$ cat src/shared/prox_cfg_regs.svh
// Register offsets, field positions and reset values of the configuration bank
`ifndef PROX_CFG_REGS_SVH
`define PROX_CFG_REGS_SVH

// Register offsets
`define ADDR_STATUS 8'h9B
`define ADDR_PD_SELECT 8'hAA
`define ADDR_INT_BEHAV 8'hAB
`define ADDR_PULSE_CTRL 8'hAE
`define ADDR_PROX_FILTER 8'hB3

// Reset values
`define RST_PD_SELECT 8'h02
`define RST_INT_BEHAV 8'h04
`define RST_PULSE_CTRL 8'h3F
`define RST_PROX_FILTER 8'h00
`define RST_STATUS 8'h00

// Field positions
`define PD_SELECT_MSB 1
`define PD_SELECT_LSB 0
`define BIT_READ_CLEAR 7
`define BIT_SLEEP_AFTER_INT 4
`define BIT_PULSE_DISABLE 6
`define AVG_DEPTH_MSB 1
`define AVG_DEPTH_LSB 0
`define BIT_PROX_FLAG 4

// Widths and depths
`define RESULT_WIDTH 14
`define REDUCED_WIDTH 10
`define AVG_HISTORY 8
`define AVG_SUM_WIDTH 17

`endif

$ cat src/shared/prox_cfg_pkg.sv
// Types shared by the proximity configuration bank and its helpers
`include "prox_cfg_regs.svh"

package prox_cfg_pkg;

	typedef enum logic [1:0] {
		PD_NONE = 2'h0,
		PD_FAR = 2'h1,
		PD_NEAR = 2'h2,
		PD_BOTH = 2'h3
	} photodiode_select_t;

	typedef enum logic [1:0] {
		AVG_OFF = 2'h0,
		AVG_2 = 2'h1,
		AVG_4 = 2'h2,
		AVG_8 = 2'h3
	} moving_average_depth_t;

	typedef enum logic [2:0] {
		OSC_OFF = 3'h1,
		OSC_RUN = 3'h2,
		OSC_SLEEP = 3'h4
	} osc_state_t;

	typedef logic [`RESULT_WIDTH-1:0] result_t;

	typedef struct packed {
		logic [`AVG_HISTORY-1:0][`RESULT_WIDTH-1:0] hist;
		moving_average_depth_t depth;
		result_t out_data;
		logic out_valid;
	} avg_state_t;

	typedef struct packed {
		osc_state_t state;
	} osc_ctl_t;

	typedef struct packed {
		logic [7:0] pd_cfg;
		logic [7:0] int_cfg;
		logic [7:0] pulse_cfg;
		logic [7:0] filter_cfg;
		logic [7:0] status;
		logic [7:0] rdata;
		logic [15:0] result;
		logic result_valid;
		logic below_low;
		logic above_high;
		logic irq_oe;
	} cfg_state_t;

endpackage

$ cat src/verilog/prox_moving_average.sv
// Running average over the last 1, 2, 4 or 8 hardware-averaged results
`timescale 1ns/10ps
`include "prox_cfg_regs.svh"

module prox_moving_average (
	// Clock and reset
	input wire logic mclk,
	input wire logic nrst,
	// Depth selection
	input wire logic [1:0] depth,
	// Incoming results
	input wire logic [`RESULT_WIDTH-1:0] in_data,
	input wire logic in_valid,
	// Filtered results
	output logic [`RESULT_WIDTH-1:0] out_data,
	output logic out_valid
);

	prox_cfg_pkg::avg_state_t s;
	prox_cfg_pkg::avg_state_t next_s;
	logic [`AVG_HISTORY-1:0][`RESULT_WIDTH-1:0] shifted;
	logic [`AVG_HISTORY-1:0][`RESULT_WIDTH-1:0] term;
	logic [3:0] used;

	assign shifted = {s.hist[`AVG_HISTORY-2:0], in_data};
	assign used = 4'(1) << s.depth;

	genvar i;
	generate
		for (i = 0; i < `AVG_HISTORY; i++) begin : g_term
			assign term[i] = (4'(i) < used) ? shifted[i] : '0;
		end
	endgenerate

	always_comb begin
		logic [`AVG_SUM_WIDTH-1:0] sum;
		sum = '0;
		next_s = s;
		next_s.out_valid = 1'b0;
		for (int k = 0; k < `AVG_HISTORY; k++) begin
			sum = sum + `AVG_SUM_WIDTH'(term[k]);
		end
		// Stale history from another depth would skew the first results
		if (prox_cfg_pkg::moving_average_depth_t'(depth) != s.depth) begin
			next_s.hist = '0;
			next_s.depth = prox_cfg_pkg::moving_average_depth_t'(depth);
		end else if (in_valid) begin
			next_s.hist = shifted;
			next_s.out_data = `RESULT_WIDTH'(sum >> s.depth);
			next_s.out_valid = 1'b1;
		end
	end

	always_ff @(posedge mclk or negedge nrst) begin
		if (!nrst) begin
			s <= '{hist: '0, depth: prox_cfg_pkg::AVG_OFF, out_data: '0, out_valid: 1'b0};
		end else begin
			s <= next_s;
		end
	end

	assign out_data = s.out_data;
	assign out_valid = s.out_valid;

endmodule

$ cat src/verilog/prox_osc_control.sv
// Oscillator run, off and sleep-after-interrupt control
`timescale 1ns/10ps

module prox_osc_control (
	// Clock and reset
	input wire logic mclk,
	input wire logic nrst,
	// Controls
	input wire logic power_on_bit,
	input wire logic sleep_after_interrupt,
	// Events
	input wire logic irq_asserted,
	input wire logic cycle_done,
	input wire logic flags_cleared,
	// Oscillator
	output logic osc_enable
);

	prox_cfg_pkg::osc_ctl_t s;
	prox_cfg_pkg::osc_ctl_t next_s;

	always_comb begin
		next_s = s;
		if (!power_on_bit) begin
			next_s.state = prox_cfg_pkg::OSC_OFF;
		end else begin
			unique case (s.state)
				prox_cfg_pkg::OSC_OFF: begin
					next_s.state = prox_cfg_pkg::OSC_RUN;
				end
				prox_cfg_pkg::OSC_RUN: begin
					// Decided only at the end of a proximity cycle
					if (cycle_done && irq_asserted && sleep_after_interrupt) begin
						next_s.state = prox_cfg_pkg::OSC_SLEEP;
					end
				end
				prox_cfg_pkg::OSC_SLEEP: begin
					if (flags_cleared) begin
						next_s.state = prox_cfg_pkg::OSC_RUN;
					end
				end
				default: begin
					next_s.state = prox_cfg_pkg::OSC_OFF;
				end
			endcase
		end
	end

	always_ff @(posedge mclk or negedge nrst) begin
		if (!nrst) begin
			s <= '{state: prox_cfg_pkg::OSC_OFF};
		end else begin
			s <= next_s;
		end
	end

	// Power-on bit itself is left untouched while asleep
	assign osc_enable = (s.state == prox_cfg_pkg::OSC_RUN);

endmodule

$ cat src/verilog/proximity_config_regs.sv
// Proximity configuration registers with status flags, filtering and sleep control
//
// What this block does
// - With clear-on-read set, reading the status register clears its flags.
// - Sleep-after-interrupt decides the mode when a proximity cycle ends.
// - Enabled proximity flag drives the interrupt pin; with sleep set, oscillator stops.
// - Asleep, the device acts powered off yet power-on still reads 1.
// - A host clear of the proximity flag (bit 4), or power-on going to 0 and back to 1, wakes the sleeping oscillator.
// - Pulse-control disable bit 6 turns off automatic pulse control; resets to 0.
// - Averaging depth 00 none, 01/10/11 average 2, 4 or 8 values.
// - Averaged result is reported and compared with thresholds.
// - Averaging is fed by the hardware averaging stage output.
// - Writing 1 to a status bit clears that flag, unless the engine sets it in the same cycle.
// - Pulse control off: 10-bit result, upper 8 bits compared with thresholds.
`timescale 1ns/10ps
`include "prox_cfg_regs.svh"

module proximity_config_regs (
	// Clock and reset
	input wire logic mclk,
	input wire logic nrst,
	// Register port from the serial host controller
	input wire logic [7:0] reg_addr,
	input wire logic [7:0] reg_wdata,
	input wire logic reg_wr,
	input wire logic reg_rd,
	output logic [7:0] reg_rdata,
	// Bits held in neighbouring registers
	input wire logic power_on_bit,
	input wire logic proximity_irq_enable,
	// Status flag events from the proximity engine
	input wire logic [7:0] flag_set,
	input wire logic cycle_done,
	// Hardware-averaged proximity results
	input wire logic [`RESULT_WIDTH-1:0] hw_avg_result,
	input wire logic hw_avg_valid,
	// Thresholds
	input wire logic [`RESULT_WIDTH-1:0] low_threshold,
	input wire logic [`RESULT_WIDTH-1:0] high_threshold,
	// Reported result and threshold crossings
	output logic [15:0] proximity_result,
	output logic result_valid,
	output logic below_low,
	output logic above_high,
	// Front-end controls
	output logic far_photodiode_en,
	output logic near_photodiode_en,
	output logic automatic_pulse_regulation,
	output logic osc_enable,
	// Open-drain interrupt pin
	output logic irq_pin_out,
	output logic irq_pin_oe
);

	prox_cfg_pkg::cfg_state_t s;
	prox_cfg_pkg::cfg_state_t next_s;

	logic [7:0] clear_mask;
	logic [7:0] read_value;
	logic [7:0] next_status;
	logic status_write;
	logic status_read;
	logic read_clear;
	logic sleep_after_interrupt;
	logic pulse_control_disable;
	logic [1:0] moving_average_depth;
	logic irq_asserted;
	logic flags_cleared;
	logic [`RESULT_WIDTH-1:0] avg_data;
	logic avg_valid;
	logic [`RESULT_WIDTH-1:0] cmp_value;
	logic [`RESULT_WIDTH-1:0] cmp_low;
	logic [`RESULT_WIDTH-1:0] cmp_high;
	prox_cfg_pkg::photodiode_select_t photodiode_select;

	// Field extraction
	assign read_clear = s.int_cfg[`BIT_READ_CLEAR];
	assign sleep_after_interrupt = s.int_cfg[`BIT_SLEEP_AFTER_INT];
	assign pulse_control_disable = s.pulse_cfg[`BIT_PULSE_DISABLE];
	assign moving_average_depth = s.filter_cfg[`AVG_DEPTH_MSB:`AVG_DEPTH_LSB];
	assign photodiode_select =
		prox_cfg_pkg::photodiode_select_t'(s.pd_cfg[`PD_SELECT_MSB:`PD_SELECT_LSB]);

	// Host accesses to the status register
	assign status_write = reg_wr && (reg_addr == `ADDR_STATUS);
	assign status_read = reg_rd && (reg_addr == `ADDR_STATUS);

	always_comb begin
		clear_mask = 8'h00;
		if (status_write) begin
			clear_mask = reg_wdata;
		end
		if (status_read && read_clear) begin
			clear_mask = 8'hFF;
		end
	end

	// Wake only when the proximity flag is really gone; a fresh set keeps it asleep
	assign flags_cleared = clear_mask[`BIT_PROX_FLAG] && !flag_set[`BIT_PROX_FLAG];

	assign irq_asserted = s.status[`BIT_PROX_FLAG] && proximity_irq_enable;

	// Per flag: an engine set beats a host clear landing in the same cycle
	genvar b;
	generate
		for (b = 0; b < 8; b++) begin : g_flag
			assign next_status[b] = flag_set[b] || (s.status[b] && !clear_mask[b]);
		end
	endgenerate

	// Read mux
	always_comb begin
		read_value = 8'h00;
		unique case (reg_addr)
			`ADDR_STATUS: begin
				read_value = s.status;
			end
			`ADDR_PD_SELECT: begin
				read_value = s.pd_cfg;
			end
			`ADDR_INT_BEHAV: begin
				read_value = s.int_cfg;
			end
			`ADDR_PULSE_CTRL: begin
				read_value = s.pulse_cfg;
			end
			`ADDR_PROX_FILTER: begin
				read_value = s.filter_cfg;
			end
			default: begin
				read_value = 8'h00;
			end
		endcase
	end

	// Moving average sits behind the hardware averaging stage
	prox_moving_average u_moving_average (
		.mclk(mclk),
		.nrst(nrst),
		.depth(moving_average_depth),
		.in_data(hw_avg_result),
		.in_valid(hw_avg_valid),
		.out_data(avg_data),
		.out_valid(avg_valid)
	);

	// Threshold operands depend on pulse control
	always_comb begin
		cmp_value = avg_data;
		cmp_low = low_threshold;
		cmp_high = high_threshold;
		if (pulse_control_disable) begin
			// Only the top byte of the 10-bit value is compared
			cmp_value = `RESULT_WIDTH'(avg_data[`REDUCED_WIDTH-1:2]);
			cmp_low = `RESULT_WIDTH'(low_threshold[7:0]);
			cmp_high = `RESULT_WIDTH'(high_threshold[7:0]);
		end
	end

	always_comb begin
		next_s = s;
		next_s.result_valid = 1'b0;
		next_s.below_low = 1'b0;
		next_s.above_high = 1'b0;

		// Configuration writes store every bit, reserved ones included
		if (reg_wr) begin
			unique case (reg_addr)
				`ADDR_PD_SELECT: begin
					next_s.pd_cfg = reg_wdata;
				end
				`ADDR_INT_BEHAV: begin
					next_s.int_cfg = reg_wdata;
				end
				`ADDR_PULSE_CTRL: begin
					next_s.pulse_cfg = reg_wdata;
				end
				`ADDR_PROX_FILTER: begin
					next_s.filter_cfg = reg_wdata;
				end
				default: begin
				end
			endcase
		end

		next_s.status = next_status;

		if (reg_rd) begin
			next_s.rdata = read_value;
		end

		if (avg_valid) begin
			next_s.result_valid = 1'b1;
			if (pulse_control_disable) begin
				// Upper 8 bits in the low byte, lower 2 bits in the high byte
				next_s.result = {6'h00, avg_data[1:0], avg_data[`REDUCED_WIDTH-1:2]};
			end else begin
				next_s.result = 16'(avg_data);
			end
			next_s.below_low = (cmp_value < cmp_low);
			next_s.above_high = (cmp_value > cmp_high);
		end

		next_s.irq_oe = irq_asserted;
	end

	always_ff @(posedge mclk or negedge nrst) begin
		if (!nrst) begin
			s <= '{
				pd_cfg: `RST_PD_SELECT,
				int_cfg: `RST_INT_BEHAV,
				pulse_cfg: `RST_PULSE_CTRL,
				filter_cfg: `RST_PROX_FILTER,
				status: `RST_STATUS,
				rdata: 8'h00,
				result: 16'h0000,
				result_valid: 1'b0,
				below_low: 1'b0,
				above_high: 1'b0,
				irq_oe: 1'b0
			};
		end else begin
			s <= next_s;
		end
	end

	prox_osc_control u_osc_control (
		.mclk(mclk),
		.nrst(nrst),
		.power_on_bit(power_on_bit),
		.sleep_after_interrupt(sleep_after_interrupt),
		.irq_asserted(irq_asserted),
		.cycle_done(cycle_done),
		.flags_cleared(flags_cleared),
		.osc_enable(osc_enable)
	);

	// Photodiode routing
	always_comb begin
		far_photodiode_en = 1'b0;
		near_photodiode_en = 1'b0;
		unique case (photodiode_select)
			prox_cfg_pkg::PD_NONE: begin
			end
			prox_cfg_pkg::PD_FAR: begin
				far_photodiode_en = 1'b1;
			end
			prox_cfg_pkg::PD_NEAR: begin
				near_photodiode_en = 1'b1;
			end
			prox_cfg_pkg::PD_BOTH: begin
				far_photodiode_en = 1'b1;
				near_photodiode_en = 1'b1;
			end
		endcase
	end

	assign automatic_pulse_regulation = !pulse_control_disable;

	assign reg_rdata = s.rdata;
	assign proximity_result = s.result;
	assign result_valid = s.result_valid;
	assign below_low = s.below_low;
	assign above_high = s.above_high;

	// Open drain: only ever pulls low
	assign irq_pin_out = 1'b0;
	assign irq_pin_oe = s.irq_oe;

endmodule

$ cat config.mk
export PLATFORM = sky130hd
export DESIGN_NAME = proximity_config_regs
export DESIGN_NICKNAME = d
export VERILOG_FILES = /design/src/shared/prox_cfg_pkg.sv /design/src/verilog/prox_moving_average.sv /design/src/verilog/prox_osc_control.sv /design/src/verilog/proximity_config_regs.sv
export VERILOG_INCLUDE_DIRS = /design/src /design/src/shared
export SDC_FILE = /design/constraint.sdc
export NUM_CORES = 1
export LEC_CHECK = 0
export ABC_AREA = 1
export BUFFER_PORTS_ARGS = -buffer_cell sky130_fd_sc_hd__buf_2
export CAP_MARGIN = 20
export CORE_ASPECT_RATIO = 1.75
export CORE_MARGIN = 2
export CORE_UTILIZATION = 25
export DETAILED_ROUTE_END_ITERATION = 7
export HOLD_SLACK_MARGIN = 0.12
export PLACE_DENSITY_LB_ADDON = 0.12
export SLEW_MARGIN = 30
export SYNTH_ARGS = -nofsm -noshare
export SYNTH_HDL_FRONTEND = slang
export SYNTH_HIERARCHICAL = 1
export SYNTH_SLANG_ARGS = --single-unit
$ cat constraint.sdc
create_clock -name mclk -period 10.15 [get_ports mclk]
set_input_delay 0.5075 -clock mclk [delete_from_list [all_inputs] [get_ports mclk]]
set_output_delay 0.5075 -clock mclk [all_outputs]
set_load 0.01 [all_outputs]
==> reports/metrics.csv <==
stage,metric,value,unit
finish,final_area,14400,sq um
detailed_routing,initialDrtViolationCount,307,
placement,place.detailed.hpwl,25.5,mm
worst_setup_path,required,10.54,ns
worst_setup_path,cp_max_fo,21,
worst_setup_path,path_class,reg -> reg,
timing,fin_crit,5.70,ns
synthesis,ys_seq_area_frac,0.356,
clock_tree,clk_pin_slew_worst_paths,0.09,ns
synthesis,ys_ff_latch,184,
grt,overflow,0,
worst_setup_path,critPathArrivalTime,6.09,ns
clock_tree,cts_tree,yes,
synthesis,synth.avg_cell_area,8.43,sq um
floorplan,die_y,305,microns
timing,setup_viol_count_final,0,
finish,regArea,4620,sq um
power_and_ir_drop,powerDensity,155,nW/um^2
detailed_routing,routedWlPerCell,15.0,microns
clock_tree,cts_made_buffers,17,
finish,multi_input_area,6440,sq um
floorplan,start_util,0.252,
grt,grt_pass1_vias,10100,
finish,nFillCells,5636,
finish,final_cell_mix,"nand2_1, inv_1, dfrtp_1",
synthesis,yosys_warnings,6,
floorplan,io_pins,107,
synthesis,synth_edf_count,0,
clock_tree,clockRootBuffer,clkbuf_16,
synthesis,async_flop_share,1.00,
clock_tree,cts_max_level,4,
floorplan,num_rows,110,
timing,hold_ws,0.211,ns
detailed_routing,vias,9450,
timing,finalWorstSetupSlack,4.45,ns
run,cap_violations,0,
timing,worst_slew_pin_slew,0.928,ns
timing,period_share,0.562,
timing,finalMaxSlewViolations,0,
finish,final_common_cell,nand2_1,
clock_tree,clk_latency,0.47,ns
power_and_ir_drop,leakagePower,7.05,nW
timing,hold_viol_final,0,
finish,insertedDiodeCount,0,
worst_hold_path,min-delay-start,flag_set[7],
clock_tree,post_cts_buffers,0,
grt,gr-usage-all-layers,0.132,
timing,setup_tns,0,ns
placement,place.port_buffers,103,
clock_tree,ctsHoldBuffers,1,
timing,rsz0062_at_grt,false,
grt,antenna_found_initial,0,
status,outcome,"complete, no violations",
power_and_ir_drop,max-vdd-ir-drop,0.000104,V
worst_setup_path,r2r_start,u_moving_average/s[15],
finish,areaGrowthSynthToFinish,10.8,%
timing,relSlewSlack,0.381,
synthesis,synthFlopType,dfrtp_1,
floorplan,dieArea,53700,sq um
timing,fin_skew,0.0135,ns
placement,pre_cts_ws,4.34,ns
placement,dp_cells,2218,
finish,final_util,0.280,
grt,grt_pass1_wl,54.7,mm
detailed_routing,finalWirelength,33.9,mm
finish,layout.nets,1765,
synthesis,post_synth_inst_count,1537,
detailed_routing,ant_nets,0,
grt,grt_max_degree,83,
worst_setup_path,critPathCaptureType,register,
detailed_routing,drcViolationCount,0,
placement,place_congestion,0.802,
worst_setup_path,start_kind,register,
finish,fin_cells,2251,
clock_tree,cts.sinks,184,
clock_tree,max-clock-path-buffers,2,
clock_tree,post_cts_resized,0,
floorplan,die_w,176,microns
timing,clock.fmax,175,MHz
detailed_routing,drt_first_pass_iters,7,
worst_setup_path,crit_start,u_moving_average/s[15],
power_and_ir_drop,p_total,2.23,mW
worst_hold_path,min_path_type,in -> reg,
placement,post_dp_cell_area,13700,sq um
synthesis,synth.cell_area,13000,sq um
finish,drive_gt1_frac,0.168,
detailed_routing,vias_per_cell,4.20,
synthesis,synth_cell_types,46,
floorplan,core_area,51300,sq um
final cells by class:
type                       instances  share of cell area
inverter                         334              0.0875
sequential                       184               0.321
clock buffer                      18              0.0306
multi-input combinational        917               0.448
clock inverter                    14              0.0123
timing repair buffer             112              0.0414
tap                              672              0.0585
layer usage:
metal	vias up	GRT usage	wire, microns
li1	4754	-	-
met1	4521	0.143	13400
met2	148	0.258	18900
met3	27	0.0174	824
met4	0	0.0446	690
met5	-	0	0
path summary, 6_finish.rpt:
kind / endpoint / slack [ns] / cells past startpoint
worst max register to register: u_moving_average/out_data[12] / 4.45 / 20
max in group asynchronous: u_moving_average/s[87] / 8.14 / 3
worst min-delay path: s[35] / 0.21 / 3
worst max-delay path: u_moving_average/out_data[12] / 4.45 / 20
worst min register to register: proximity_result[4] / 0.48 / 2
min in group asynchronous: reg_rdata[7] / 0.64 / 2
state kept, by name (all words and copies together) (netlist names), 2 cells and up:
| name | cells |
|---|---|
| proximity_result | 14 |
| reg_rdata | 8 |
| u_moving_average/out_data | 14 |
| u_osc_control/s | 3 |
| photodiode_select | 2 |
| s | 34 |
| moving_average_depth | 2 |
| u_moving_average/s | 100 |
report_power, final:
group          internal [mW]  switching, mW  leakage, nW  total, mW
combinational          0.222          0.374         4.46      0.596
clock                  0.363          0.357        0.302      0.719
sequential             0.851         0.0636         2.29      0.915
total                   1.44          0.794         7.05       2.23
cells by family after synthesis:
kind of cell	synth area share
simple gates	0.206
buf+inv	0.148
flops	0.356
compound gates	0.118
fa+ha+maj	0.169
xor+xnor	0.00328
other cells	0.000289
worst max-delay path: stages, from the launching register on:
cell and delay [ns]:
dfrtp_1 0.77, nand2_1 0.43, inv_1 0.33, buf_4 0.31
nand2_1 0.11, fa_1 0.51, inv_1 0.05, fa_1 0.46
fa_1 0.54, inv_1 0.05, fa_1 0.59, inv_1 0.06
ha_1 0.27, nand2_1 0.07, a21oi_1 0.26, nand3_1 0.20
nand4_1 0.17, nand3_1 0.11, nand2_1 0.10, nand2_1 0.05
a21oi_1 0.15
synth_stat cells (all sizes together), types with 4 or more instances:
cell type    n  area (sq um)
ha          42           526
a21oi       24           120
nor2       110           455
nand3      117           603
nand4       10          83.8
fa          83          1660
o21a         9          67.6
nand3b       5          37.5
dfrtp      175          4380
inv        334          1250
nor3         7          73.8
nand2      347          1330
buf         80           578
o22ai       90          1000
o21ai       50           280
clkbuf      24          90.1
dfstp        9           236
or2          4          25.0
No activity file was read; power rests on OpenSTA's default activity.
